$ cat src/dlf_consts.vh
// Constants for the loop filter configuration register bank.
// Assumes inclusion by dlf_cfg_regs.v and by the bench; definitions only.
`ifndef DLF_CONSTS_VH
`define DLF_CONSTS_VH

// Register byte offsets.
`define DLF_OFS_DECIM     4'h0
`define DLF_OFS_TRIM      4'h4
`define DLF_OFS_HOLD      4'h8
`define DLF_OFS_BW        4'hC
`define DLF_OFS_DAMP      8'h10
`define DLF_OFS_CTRL      8'h14
`define DLF_OFS_STAT      8'h18

// Write masks for implemented bits.
`define DLF_MSK_DECIM     32'h0000007F
`define DLF_MSK_TRIM      32'h000000FF
`define DLF_MSK_HOLD      32'h0000FFFF
`define DLF_MSK_BW        32'h0000FFFF
`define DLF_MSK_DAMP      32'h00003F3F
`define DLF_MSK_CTRL      32'h00000007

// Reset values.
`define DLF_RST_DECIM     32'h00000036
`define DLF_RST_TRIM      32'h00000000
`define DLF_RST_HOLD      32'h00003800
`define DLF_RST_BW        32'h00007058
`define DLF_RST_DAMP      32'h00002901
`define DLF_RST_CTRL      32'h00000002

// Holdover shift saturation limit.
`define DLF_HOLD_MAX      5'h14

// Bus responses.
`define DLF_RESP_OKAY     2'h0
`define DLF_RESP_SLVERR   2'h2

`endif

$ cat src/dlf_cfg_regs.v
// Loop filter configuration register bank with AXI4-Lite slave.
// Assumes a single 40 MHz clock; lock state and loss-of-lock count
// come from loop logic on the same clock.
//
// Overview of operation
// - 3-bit shift sets switch decimator bandwidth.
// - Switch decimator setting ignored when hitless off.
// - 4-bit main decimator shift; zero passes through.
// - Trim is signed 8-bit, 2^-20 per step.
// - Trim applied as fractional frequency offset.
// - Holdover shift saturates above 20 to 20.
// - Holdover shift zero bypasses holdover filter.
// - Holdover factor zero bypasses holdover filter.
// - Limit flag while loss count exceeds threshold.
// - Acquire bandwidth exponent, reset 0xE.
// - Acquire bandwidth factor, reset zero.
// - Normal bandwidth exponent, reset 0xB.
// - Normal bandwidth factor, reset zero.
// - Acquire damping shift, reset 0x5.
// - Acquire damping factor, reset one.
// - Normal damping shift, reset zero.
// - Normal damping factor, reset one.
// - Auto switch picks acquire settings in acquire.
// - Hitless enable gates switch decimator setting.
//
// The AXI4-Lite interface to the registers and the address map are this design's own decisions.
`include "dlf_consts.vh"

module dlf_cfg_regs #(
  parameter LOL_CNT_W = 4
) (
  input  wire                 clk_i,
  input  wire                 rst_i,
  input  wire [5:0]           s_axi_awaddr_i,
  input  wire                 s_axi_awvalid_i,
  output reg                  s_axi_awready_o,
  input  wire [31:0]          s_axi_wdata_i,
  input  wire [3:0]           s_axi_wstrb_i,
  input  wire                 s_axi_wvalid_i,
  output reg                  s_axi_wready_o,
  output reg  [1:0]           s_axi_bresp_o,
  output reg                  s_axi_bvalid_o,
  input  wire                 s_axi_bready_i,
  input  wire [5:0]           s_axi_araddr_i,
  input  wire                 s_axi_arvalid_i,
  output reg                  s_axi_arready_o,
  output reg  [31:0]          s_axi_rdata_o,
  output reg  [1:0]           s_axi_rresp_o,
  output reg                  s_axi_rvalid_o,
  input  wire                 s_axi_rready_i,
  input  wire                 acquire_state_i,
  input  wire [LOL_CNT_W-1:0] lock_loss_count_i,
  output reg                  lock_loss_limit_o,
  output reg  [3:0]           main_decimator_bw_exponent_o,
  output reg  [2:0]           switch_decimator_bw_exponent_o,
  output reg                  switch_decimator_active_o,
  output reg  [31:0]          trim_frac_offset_o,
  output reg  [4:0]           hold_filter_bw_exponent_o,
  output reg  [2:0]           hold_filter_bw_factor_o,
  output reg                  hold_filter_bypass_o,
  output reg  [3:0]           hold_history_o,
  output reg  [4:0]           loop_bw_exponent_o,
  output reg  [2:0]           loop_bw_factor_o,
  output reg  [2:0]           loop_damp_shift_o,
  output reg  [2:0]           loop_damp_factor_o,
  output reg                  filter_update_hold_o
);

  localparam [31:0] RST_DECIM = `DLF_RST_DECIM;
  localparam [31:0] RST_TRIM  = `DLF_RST_TRIM;
  localparam [31:0] RST_HOLD  = `DLF_RST_HOLD;
  localparam [31:0] RST_BW    = `DLF_RST_BW;
  localparam [31:0] RST_DAMP  = `DLF_RST_DAMP;
  localparam [31:0] RST_CTRL  = `DLF_RST_CTRL;

  reg  [31:0] decim_r;
  reg  [31:0] trim_r;
  reg  [31:0] hold_r;
  reg  [31:0] bw_r;
  reg  [31:0] damp_r;
  reg  [31:0] ctrl_r;
  reg  [31:0] decim_nxt;
  reg  [31:0] trim_nxt;
  reg  [31:0] hold_nxt;
  reg  [31:0] bw_nxt;
  reg  [31:0] damp_nxt;
  reg  [31:0] ctrl_nxt;
  reg  [5:0]  awaddr_r;
  reg         aw_held_r;
  reg  [31:0] wdata_r;
  reg  [3:0]  wstrb_r;
  reg         w_held_r;
  reg  [31:0] rdata_nxt;
  reg         rd_hit_nxt;
  reg  [4:0]  hold_exp_nxt;
  reg         use_acq;
  wire        do_write;
  wire [31:0] strb_mask;
  wire [7:0]  wr_off;
  wire [7:0]  rd_off;
  wire        wr_hit;
  wire        we_decim;
  wire        we_trim;
  wire        we_hold;
  wire        we_bw;
  wire        we_damp;
  wire        we_ctrl;

  // Register fields as seen by the loop filter datapath.
  wire [3:0]  main_exp_f    = decim_r[3:0];
  wire [2:0]  switch_exp_f  = decim_r[6:4];
  wire [7:0]  trim_f        = trim_r[7:0];
  wire [2:0]  hold_fac_f    = hold_r[10:8];
  wire [3:0]  hold_hist_f   = hold_r[7:4];
  wire [3:0]  loss_lim_f    = hold_r[3:0];
  wire [4:0]  acq_bw_exp_f  = bw_r[15:11];
  wire [2:0]  acq_bw_fac_f  = bw_r[10:8];
  wire [4:0]  nrm_bw_exp_f  = bw_r[7:3];
  wire [2:0]  nrm_bw_fac_f  = bw_r[2:0];
  wire [2:0]  acq_dmp_sh_f  = damp_r[13:11];
  wire [2:0]  acq_dmp_fac_f = damp_r[10:8];
  wire [2:0]  nrm_dmp_sh_f  = damp_r[5:3];
  wire [2:0]  nrm_dmp_fac_f = damp_r[2:0];
  wire        hitless_en_f  = ctrl_r[0];
  wire        freeze_f      = ctrl_r[2];

  assign strb_mask = {{8{wstrb_r[3]}}, {8{wstrb_r[2]}}, {8{wstrb_r[1]}}, {8{wstrb_r[0]}}};
  assign do_write  = aw_held_r & w_held_r & ~s_axi_bvalid_o;
  assign wr_off    = {2'h0, awaddr_r[5:2], 2'h0};
  assign rd_off    = {2'h0, s_axi_araddr_i[5:2], 2'h0};
  assign wr_hit    = (wr_off == {4'h0, `DLF_OFS_DECIM}) | (wr_off == {4'h0, `DLF_OFS_TRIM})
                   | (wr_off == {4'h0, `DLF_OFS_HOLD}) | (wr_off == {4'h0, `DLF_OFS_BW})
                   | (wr_off == `DLF_OFS_DAMP) | (wr_off == `DLF_OFS_CTRL);

  // Per-register write enables.
  assign we_decim = do_write & (wr_off == {4'h0, `DLF_OFS_DECIM});
  assign we_trim  = do_write & (wr_off == {4'h0, `DLF_OFS_TRIM});
  assign we_hold  = do_write & (wr_off == {4'h0, `DLF_OFS_HOLD});
  assign we_bw    = do_write & (wr_off == {4'h0, `DLF_OFS_BW});
  assign we_damp  = do_write & (wr_off == `DLF_OFS_DAMP);
  assign we_ctrl  = do_write & (wr_off == `DLF_OFS_CTRL);

  // Write address is caught on its own handshake.
  always @(posedge clk_i or posedge rst_i) begin
    if (rst_i) begin
      s_axi_awready_o <= 1'b0;
      aw_held_r       <= 1'b0;
      awaddr_r        <= 6'h00;
    end else begin
      s_axi_awready_o <= ~aw_held_r & ~s_axi_awready_o & s_axi_awvalid_i;
      if (s_axi_awvalid_i & s_axi_awready_o) begin
        aw_held_r <= 1'b1;
        awaddr_r  <= s_axi_awaddr_i;
      end else if (do_write) begin
        aw_held_r <= 1'b0;
      end
    end
  end

  // Write data is caught on its own handshake, in either order.
  always @(posedge clk_i or posedge rst_i) begin
    if (rst_i) begin
      s_axi_wready_o <= 1'b0;
      w_held_r       <= 1'b0;
      wdata_r        <= 32'h00000000;
      wstrb_r        <= 4'h0;
    end else begin
      s_axi_wready_o <= ~w_held_r & ~s_axi_wready_o & s_axi_wvalid_i;
      if (s_axi_wvalid_i & s_axi_wready_o) begin
        w_held_r <= 1'b1;
        wdata_r  <= s_axi_wdata_i;
        wstrb_r  <= s_axi_wstrb_i;
      end else if (do_write) begin
        w_held_r <= 1'b0;
      end
    end
  end

  // Write response follows once both halves are held.
  always @(posedge clk_i or posedge rst_i) begin
    if (rst_i) begin
      s_axi_bvalid_o <= 1'b0;
      s_axi_bresp_o  <= `DLF_RESP_OKAY;
    end else begin
      if (do_write) begin
        s_axi_bvalid_o <= 1'b1;
        s_axi_bresp_o  <= wr_hit ? `DLF_RESP_OKAY : `DLF_RESP_SLVERR;
      end else if (s_axi_bvalid_o & s_axi_bready_i) begin
        s_axi_bvalid_o <= 1'b0;
      end
    end
  end

  // Next register values merge the strobed bytes.
  always @* begin
    decim_nxt = decim_r;
    trim_nxt  = trim_r;
    hold_nxt  = hold_r;
    bw_nxt    = bw_r;
    damp_nxt  = damp_r;
    ctrl_nxt  = ctrl_r;
    if (we_decim)
      decim_nxt = (decim_r & ~strb_mask) | (wdata_r & strb_mask & `DLF_MSK_DECIM);
    if (we_trim)
      trim_nxt = (trim_r & ~strb_mask) | (wdata_r & strb_mask & `DLF_MSK_TRIM);
    if (we_hold)
      hold_nxt = (hold_r & ~strb_mask) | (wdata_r & strb_mask & `DLF_MSK_HOLD);
    if (we_bw)
      bw_nxt = (bw_r & ~strb_mask) | (wdata_r & strb_mask & `DLF_MSK_BW);
    if (we_damp)
      damp_nxt = (damp_r & ~strb_mask) | (wdata_r & strb_mask & `DLF_MSK_DAMP);
    if (we_ctrl)
      ctrl_nxt = (ctrl_r & ~strb_mask) | (wdata_r & strb_mask & `DLF_MSK_CTRL);
  end

  // Register storage.
  always @(posedge clk_i or posedge rst_i) begin
    if (rst_i) begin
      decim_r <= `DLF_RST_DECIM;
      trim_r  <= `DLF_RST_TRIM;
      hold_r  <= `DLF_RST_HOLD;
      bw_r    <= `DLF_RST_BW;
      damp_r  <= `DLF_RST_DAMP;
      ctrl_r  <= `DLF_RST_CTRL;
    end else begin
      decim_r <= decim_nxt;
      trim_r  <= trim_nxt;
      hold_r  <= hold_nxt;
      bw_r    <= bw_nxt;
      damp_r  <= damp_nxt;
      ctrl_r  <= ctrl_nxt;
    end
  end

  // Read decode; status shows the live lock-loss flag and profile.
  always @* begin
    rdata_nxt  = 32'h00000000;
    rd_hit_nxt = 1'b1;
    case (rd_off)
      {4'h0, `DLF_OFS_DECIM}: rdata_nxt = decim_r;
      {4'h0, `DLF_OFS_TRIM}:  rdata_nxt = trim_r;
      {4'h0, `DLF_OFS_HOLD}:  rdata_nxt = hold_r;
      {4'h0, `DLF_OFS_BW}:    rdata_nxt = bw_r;
      `DLF_OFS_DAMP:          rdata_nxt = damp_r;
      `DLF_OFS_CTRL:          rdata_nxt = ctrl_r;
      `DLF_OFS_STAT:          rdata_nxt = {30'h00000000, use_acq, lock_loss_limit_o};
      default:                rd_hit_nxt = 1'b0;
    endcase
  end

  always @(posedge clk_i or posedge rst_i) begin
    if (rst_i) begin
      s_axi_arready_o <= 1'b0;
      s_axi_rvalid_o  <= 1'b0;
      s_axi_rdata_o   <= 32'h00000000;
      s_axi_rresp_o   <= `DLF_RESP_OKAY;
    end else begin
      s_axi_arready_o <= ~s_axi_rvalid_o & ~s_axi_arready_o & s_axi_arvalid_i;
      if (s_axi_arvalid_i & s_axi_arready_o) begin
        s_axi_rvalid_o <= 1'b1;
        s_axi_rdata_o  <= rdata_nxt;
        s_axi_rresp_o  <= rd_hit_nxt ? `DLF_RESP_OKAY : `DLF_RESP_SLVERR;
      end else if (s_axi_rvalid_o & s_axi_rready_i) begin
        s_axi_rvalid_o <= 1'b0;
      end
    end
  end

  // Profile select and holdover saturation.
  always @* begin
    use_acq = ctrl_r[1] & acquire_state_i;
    if (hold_r[15:11] > `DLF_HOLD_MAX)
      hold_exp_nxt = `DLF_HOLD_MAX;
    else
      hold_exp_nxt = hold_r[15:11];
  end

  // Lock-loss limit flag.
  always @(posedge clk_i or posedge rst_i) begin
    if (rst_i) begin
      lock_loss_limit_o <= 1'b0;
    end else begin
      lock_loss_limit_o <= ({{(32-LOL_CNT_W){1'b0}}, lock_loss_count_i} > {28'h0000000, loss_lim_f});
    end
  end

  // Decimator settings.
  always @(posedge clk_i or posedge rst_i) begin
    if (rst_i) begin
      main_decimator_bw_exponent_o   <= RST_DECIM[3:0];
      switch_decimator_bw_exponent_o <= RST_DECIM[6:4];
      switch_decimator_active_o      <= RST_CTRL[0];
    end else begin
      main_decimator_bw_exponent_o <= main_exp_f;
      switch_decimator_bw_exponent_o <= switch_exp_f;
      switch_decimator_active_o <= hitless_en_f;
    end
  end

  // Crystal trim offset.
  always @(posedge clk_i or posedge rst_i) begin
    if (rst_i) begin
      trim_frac_offset_o <= {{24{RST_TRIM[7]}}, RST_TRIM[7:0]};
    end else begin
      trim_frac_offset_o <= {{24{trim_f[7]}}, trim_f};
    end
  end

  // Holdover filter settings.
  always @(posedge clk_i or posedge rst_i) begin
    if (rst_i) begin
      hold_filter_bw_exponent_o <= RST_HOLD[15:11];
      hold_filter_bw_factor_o   <= RST_HOLD[10:8];
      hold_filter_bypass_o      <= 1'b1;
      hold_history_o            <= RST_HOLD[7:4];
    end else begin
      hold_filter_bw_exponent_o <= hold_exp_nxt;
      hold_filter_bw_factor_o <= hold_fac_f;
      hold_filter_bypass_o <= (hold_exp_nxt == 5'h00) | (hold_fac_f == 3'h0);
      hold_history_o       <= hold_hist_f;
    end
  end

  // Filter update freeze.
  always @(posedge clk_i or posedge rst_i) begin
    if (rst_i) begin
      filter_update_hold_o <= RST_CTRL[2];
    end else begin
      filter_update_hold_o <= freeze_f;
    end
  end

  // Selected loop profile.
  always @(posedge clk_i or posedge rst_i) begin
    if (rst_i) begin
      loop_bw_exponent_o <= RST_BW[7:3];
      loop_bw_factor_o   <= RST_BW[2:0];
      loop_damp_shift_o  <= RST_DAMP[5:3];
      loop_damp_factor_o <= RST_DAMP[2:0];
    end else if (use_acq) begin
      loop_bw_exponent_o <= acq_bw_exp_f;
      loop_bw_factor_o   <= acq_bw_fac_f;
      loop_damp_shift_o  <= acq_dmp_sh_f;
      loop_damp_factor_o <= acq_dmp_fac_f;
    end else begin
      loop_bw_exponent_o <= nrm_bw_exp_f;
      loop_bw_factor_o   <= nrm_bw_fac_f;
      loop_damp_shift_o  <= nrm_dmp_sh_f;
      loop_damp_factor_o <= nrm_dmp_fac_f;
    end
  end

endmodule

$ cat config.mk
export PLATFORM = sky130hd
export DESIGN_NAME = dlf_cfg_regs
export DESIGN_NICKNAME = d
export VERILOG_FILES = /design/src/dlf_cfg_regs.v
export VERILOG_INCLUDE_DIRS = /design/src
export SDC_FILE = /design/constraint.sdc
export NUM_CORES = 1
export LEC_CHECK = 0
export BUFFER_PORTS_ARGS = -buffer_cell sky130_fd_sc_hd__buf_4
export CELL_PAD_IN_SITES_DETAIL_PLACEMENT = 1
export CELL_PAD_IN_SITES_GLOBAL_PLACEMENT = 1
export CORE_ASPECT_RATIO = 2
export CORE_MARGIN = 8
export CORE_UTILIZATION = 50
export CTS_CLUSTER_SIZE = 12
export DETAILED_ROUTE_END_ITERATION = 12
export GPL_TIMING_DRIVEN = 0
export PLACE_DENSITY = 0.82
export SYNTH_ARGS = -nofsm -noshare
export SYNTH_HDL_FRONTEND = slang
export SYNTH_SLANG_ARGS = --single-unit
$ cat constraint.sdc
create_clock -name clk_i -period 19.7 [get_ports clk_i]
set_input_delay 3.94 -clock clk_i [delete_from_list [all_inputs] [get_ports clk_i]]
set_output_delay 3.94 -clock clk_i [all_outputs]
set_load 0.02 [all_outputs]
## Word level (Yosys, flattened, before mapping)

Index checks and enable logic that the tools add are counted.

- Bits of input ports: 60
- Output and inout bits: 110
- Flip-flop bits (word level): 306

- Reductions and logical operators: 9
- $lt $le $gt $ge: 2
- Mux-type cells: 16
- Bitwise gates (word level): 47
- Equality and inequality tests: 11

Operators with widths:

| cell | number |
|---|---|
| 32-bit case mux with 7 select lines | 1 |
| 32-bit AND | 6 |
| 32-bit by 16-bit bitwise OR with 32-bit output | 2 |
| 32-bit NOT | 1 |
| 32-bit by 14-bit bitwise OR with 32-bit output | 1 |
| 32-bit by 3-bit bitwise OR with 32-bit output | 1 |
| 32-bit by 7-bit bitwise OR with 32-bit output | 1 |
| 32-bit by 8-bit bitwise OR with 32-bit output | 1 |
| 1-bit AND | 20 |
| 4-bit by 3-bit equality test with 1-bit output (second input constant) | 5 |
| 16-bit AND | 1 |
| 4-bit by 2-bit equality test with 1-bit output (second input constant) | 4 |
| 8-bit zero test | 2 |
| 5-bit 2-to-1 mux | 2 |
| 3-bit 2-to-1 mux | 3 |
| 4-bit by 1-bit equality test with 1-bit output (second input constant) | 2 |
| 1-bit 2-to-1 mux | 8 |
| 2-bit nonzero test | 4 |
| 1-bit NOT | 7 |
| 7-bit OR reduction | 1 |
| 1-bit bitwise OR | 6 |
| 5-bit > comparator (second input constant) | 1 |
| 5-bit zero test | 1 |
| 4-bit > comparator | 1 |
| 2 further kinds | 3 |

## Longest topological paths before layout

- Depth in word-level cells: 7
- Depth in mapped cells: 6
- Mapped depth without buffers: 6

## Worst setup path after synthesis

No wires, ideal clock.

- Kind: input-to-reg
- Start: input s_axi_araddr_i[5]
- End: register s_axi_rdata_o[3]
- Library setup time: 0.139 ns
- Slack: 14.526 ns
- Data required time: 19.561 ns
- Buffers on the path: 3
- Arrival time: 5.034 ns
- Stages on the path: 6
- Cell sequence: buf_2 and4bb_1 buf_2 buf_4 a222oi_1 a32oi_1

- Longest elaborated chain between the ends: 2
- Elaborated cells on any way between the ends: 8

RTL lines:

| element | RTL line | RTL |
|---|---|---|
| from (decl) | dlf_cfg_regs.v:44 | `input wire [5:0] s_axi_araddr_i,` |
| 4-bit by 3-bit equality test with 1-bit output (tied with other cells) | dlf_cfg_regs.v:239 | `case (rd_off)` |
| 32-bit case mux with 7 select lines * | dlf_cfg_regs.v:239 |  |
| to (signal assigned) | dlf_cfg_regs.v:261 | `s_axi_rdata_o <= rdata_nxt;` |
| to (decl) | dlf_cfg_regs.v:47 | `output reg [31:0] s_axi_rdata_o,` |

Every way passes the cells marked *; elsewhere a longest branch is shown, timed or not.
A chain may end at the register's enable or synchronous reset.

## Worst setup path after layout

- Start: register, netlist name trim_frac_offset_o[7]
- End: output trim_frac_offset_o[20]

RTL lines:

| element | RTL line | RTL |
|---|---|---|
| to (decl) | dlf_cfg_regs.v:57 | `output reg [31:0] trim_frac_offset_o,` |

No word-level cell between the ends.

==> results.sh <==
export IMPL_clock_sinks=302
export IMPL_clk_latency_ns=0.56
export IMPL_synth_area_um2=11800
export IMPL_relSlewSlack=0.415
export IMPL_ys_types=48
export IMPL_dr_total_vias=8043
export IMPL_outcome="completed"
export IMPL_synth_edf_count=0
export IMPL_cellPowerDensity_nw_per_um2=130
export IMPL_core_rowCount=79
export IMPL_routabilityCongestion=0.802
export IMPL_synthToLayoutAreaGrowth_pct=20.0
export IMPL_io_buffer_count=146
export IMPL_tightest_slew_ns=0.878
export IMPL_maxCapViolations=0
export IMPL_postSynth_asyncResetShare=1.00
export IMPL_clock_skew_ns=0.0220
export IMPL_final_max_slew_violation_count=0
export IMPL_worstSetupStartpointType="flip-flop"
export IMPL_tns_ns=0
export IMPL_end_kind="output pin"
export IMPL_die_h_um=233
export IMPL_vias_per_cell=6.01
export IMPL_cp_data_arrival_time_ns=1.68
export IMPL_max_clock_path_buffers=3
export IMPL_synth_top_area_cell="dfrtp_1"
export IMPL_synth_cells=852
export IMPL_synth_seq_cells=302
export IMPL_syn_avg_cell_area_um2=13.8
export IMPL_synth_flop_cell="dfrtp_1"
export IMPL_antenna_found_initial=1
export IMPL_synth_common_cells="dfrtp_1 (272), and2_1 (122), mux2_2 (88), nand2_1 (70), a222oi_1 (61)"
export IMPL_post_cts_buffers=0
export IMPL_die_area_um2=29000
export IMPL_multi_input_area_um2=3710
export IMPL_io_pins=170
export IMPL_synth_top_cell_area_share=0.579
export IMPL_clk_pin_slew_ns=0.06
export IMPL_grt_max_degree=131
export IMPL_ctsResizeCount=0
export IMPL_yosysSeqAreaShare=0.646
export IMPL_grt_pass1_wl_um=56000
export IMPL_die_w_um=124
export IMPL_numCtsBuffers=29
export IMPL_dr_pass1_iters=8
export IMPL_tritoncts="built"
export IMPL_drive_above_1_share=0.340
export IMPL_grt_use_total=0.248
export IMPL_fmax_mhz=178
export IMPL_yosys_cell_count_top_type="dfrtp_1"
export IMPL_grt_pass1_vias=9316
export IMPL_register_area_um2=7590
export IMPL_drt_iter0_drc=801
export IMPL_coreArea_um2=23200
export IMPL_hp_class="flip-flop to flip-flop"
export IMPL_synth_area_leaders="dfrtp_1 (58%), mux2_2 (8.4%), dfstp_2 (6.7%)"
export IMPL_post_drt_wl_per_cell_um=26.6
export IMPL_rsz0062_at_grt="no"
export IMPL_dp_hpwl_um=24900
export IMPL_fill_cells=2306
export IMPL_ant_nets=0
export IMPL_cts_htree_levels=1
export IMPL_wirelength_um=35600
export IMPL_cp_max_fo=25
export IMPL_initial_core_util=0.506
export IMPL_dp_cells=1284
export IMPL_timing_final_crit_share=0.285
export IMPL_p_leak_nw=6.80
export IMPL_whs_ns=0.372
export IMPL_finalHoldViolCount=0
export IMPL_final_nets=1096
export IMPL_crit_required_ns=15.76
export IMPL_worstSetupPathType="flip-flop to output pin"
export IMPL_ir_drop_mv=0.125
export IMPL_fin_cells=1339
export IMPL_clockRootBuffer="clkbuf_16"
export IMPL_ys_warn_count=0
export IMPL_cts_hold_buf=0
export IMPL_min_period_ns=5.62
export IMPL_drc_errors=0
export IMPL_grt_overflow=0
export IMPL_setup_viol=0
final timing paths:
kind / slack, ns / end / from / depth (start not counted)
worst max-delay path: 14.08 / trim_frac_offset_o[20] / trim_frac_offset_o[7] / 2
worst min register to register: 0.37 / main_decimator_bw_exponent_o[2] / flip-flop / 0
worst min-delay path: 0.37 / main_decimator_bw_exponent_o[2] / flip-flop / 0
min in group asynchronous: 3.37 / s_axi_rdata_o[16] / rst_i / 2
max in group asynchronous: 15.30 / trim_frac_offset_o[2] / rst_i / 3
worst max register to register: 17.27 / s_axi_rdata_o[5] / s_axi_arready_o / 5
layout by cell type (no fill, tap or decap), types with 8 or more instances in the layout:
cell         n
a32oi_1     31
inv_1        8
mux2_2      88
dfstp_2     30
mux2_1      12
buf_2       18
clkbuf_16   29
a222oi_1    61
and2_1     122
nand3_1     11
nand2_1     70
clkbuf_1    42
buf_4      175
nor2b_1     15
dfrtp_1    272
metal layers:
layer / vias to the layer above / track usage / wire length (µm)
li1: 3415 / - / -
met1: 4249 / 0.256 / 12100
met2: 285 / 0.465 / 20000
met3: 94 / 0.0390 / 1600
met4: 0 / 0.137 / 1880
met5: - / 0 / 0
logic make-up after synthesis:
group,Yosys count,share of synthesized area
fa+ha+maj,4,0.00426
flops,302,0.646
mux,102,0.0975
compound gates,112,0.0864
buf+inv,80,0.0386
other cells,1,0.000319
simple gates,251,0.127
power by group:
group	switching (mW)	internal [mW]	total, mW
clock	0.232	0.277	0.509
sequential	0.131	0.761	0.892
combinational	0.222	0.212	0.433
total	0.585	1.25	1.83
final cells by class:
type / count / area share
diodes: 1 / 0.000177
repair buffers: 148 / 0.0816
clock buffers: 52 / 0.0576
inverters: 9 / 0.00293
plain buffers: 71 / 0.0298
clock inverters: 2 / 0.00124
flip-flops and latches: 302 / 0.539
multi-input cells: 471 / 0.263
well taps: 283 / 0.0251
critical path, cell delays in order, from the launching register on:
cell,delay (ns)
dfrtp_1,0.77
buf_4,0.22
buf_4,0.13
stage by stage:
| step | total power, mW | setup WS (ns) | utilization | cell area (µm²) |
|---|---|---|---|---|
| 2_1_floorplan | 1.11 | 7.46 | - | 11800 |
| 4_1_cts | 1.85 | 14.02 | 0.607 | 14100 |
| 5_1_grt | 1.91 | 13.91 | 0.607 | 14100 |
| 3_5_place_dp | 1.33 | 13.70 | 0.571 | 13300 |
| 3_3_place_gp | 1.31 | 4.68 | 0.569 | 13200 |
| 6_report | 1.83 | 14.08 | 0.607 | 14100 |
No activity file was read; power rests on OpenSTA's default activity.
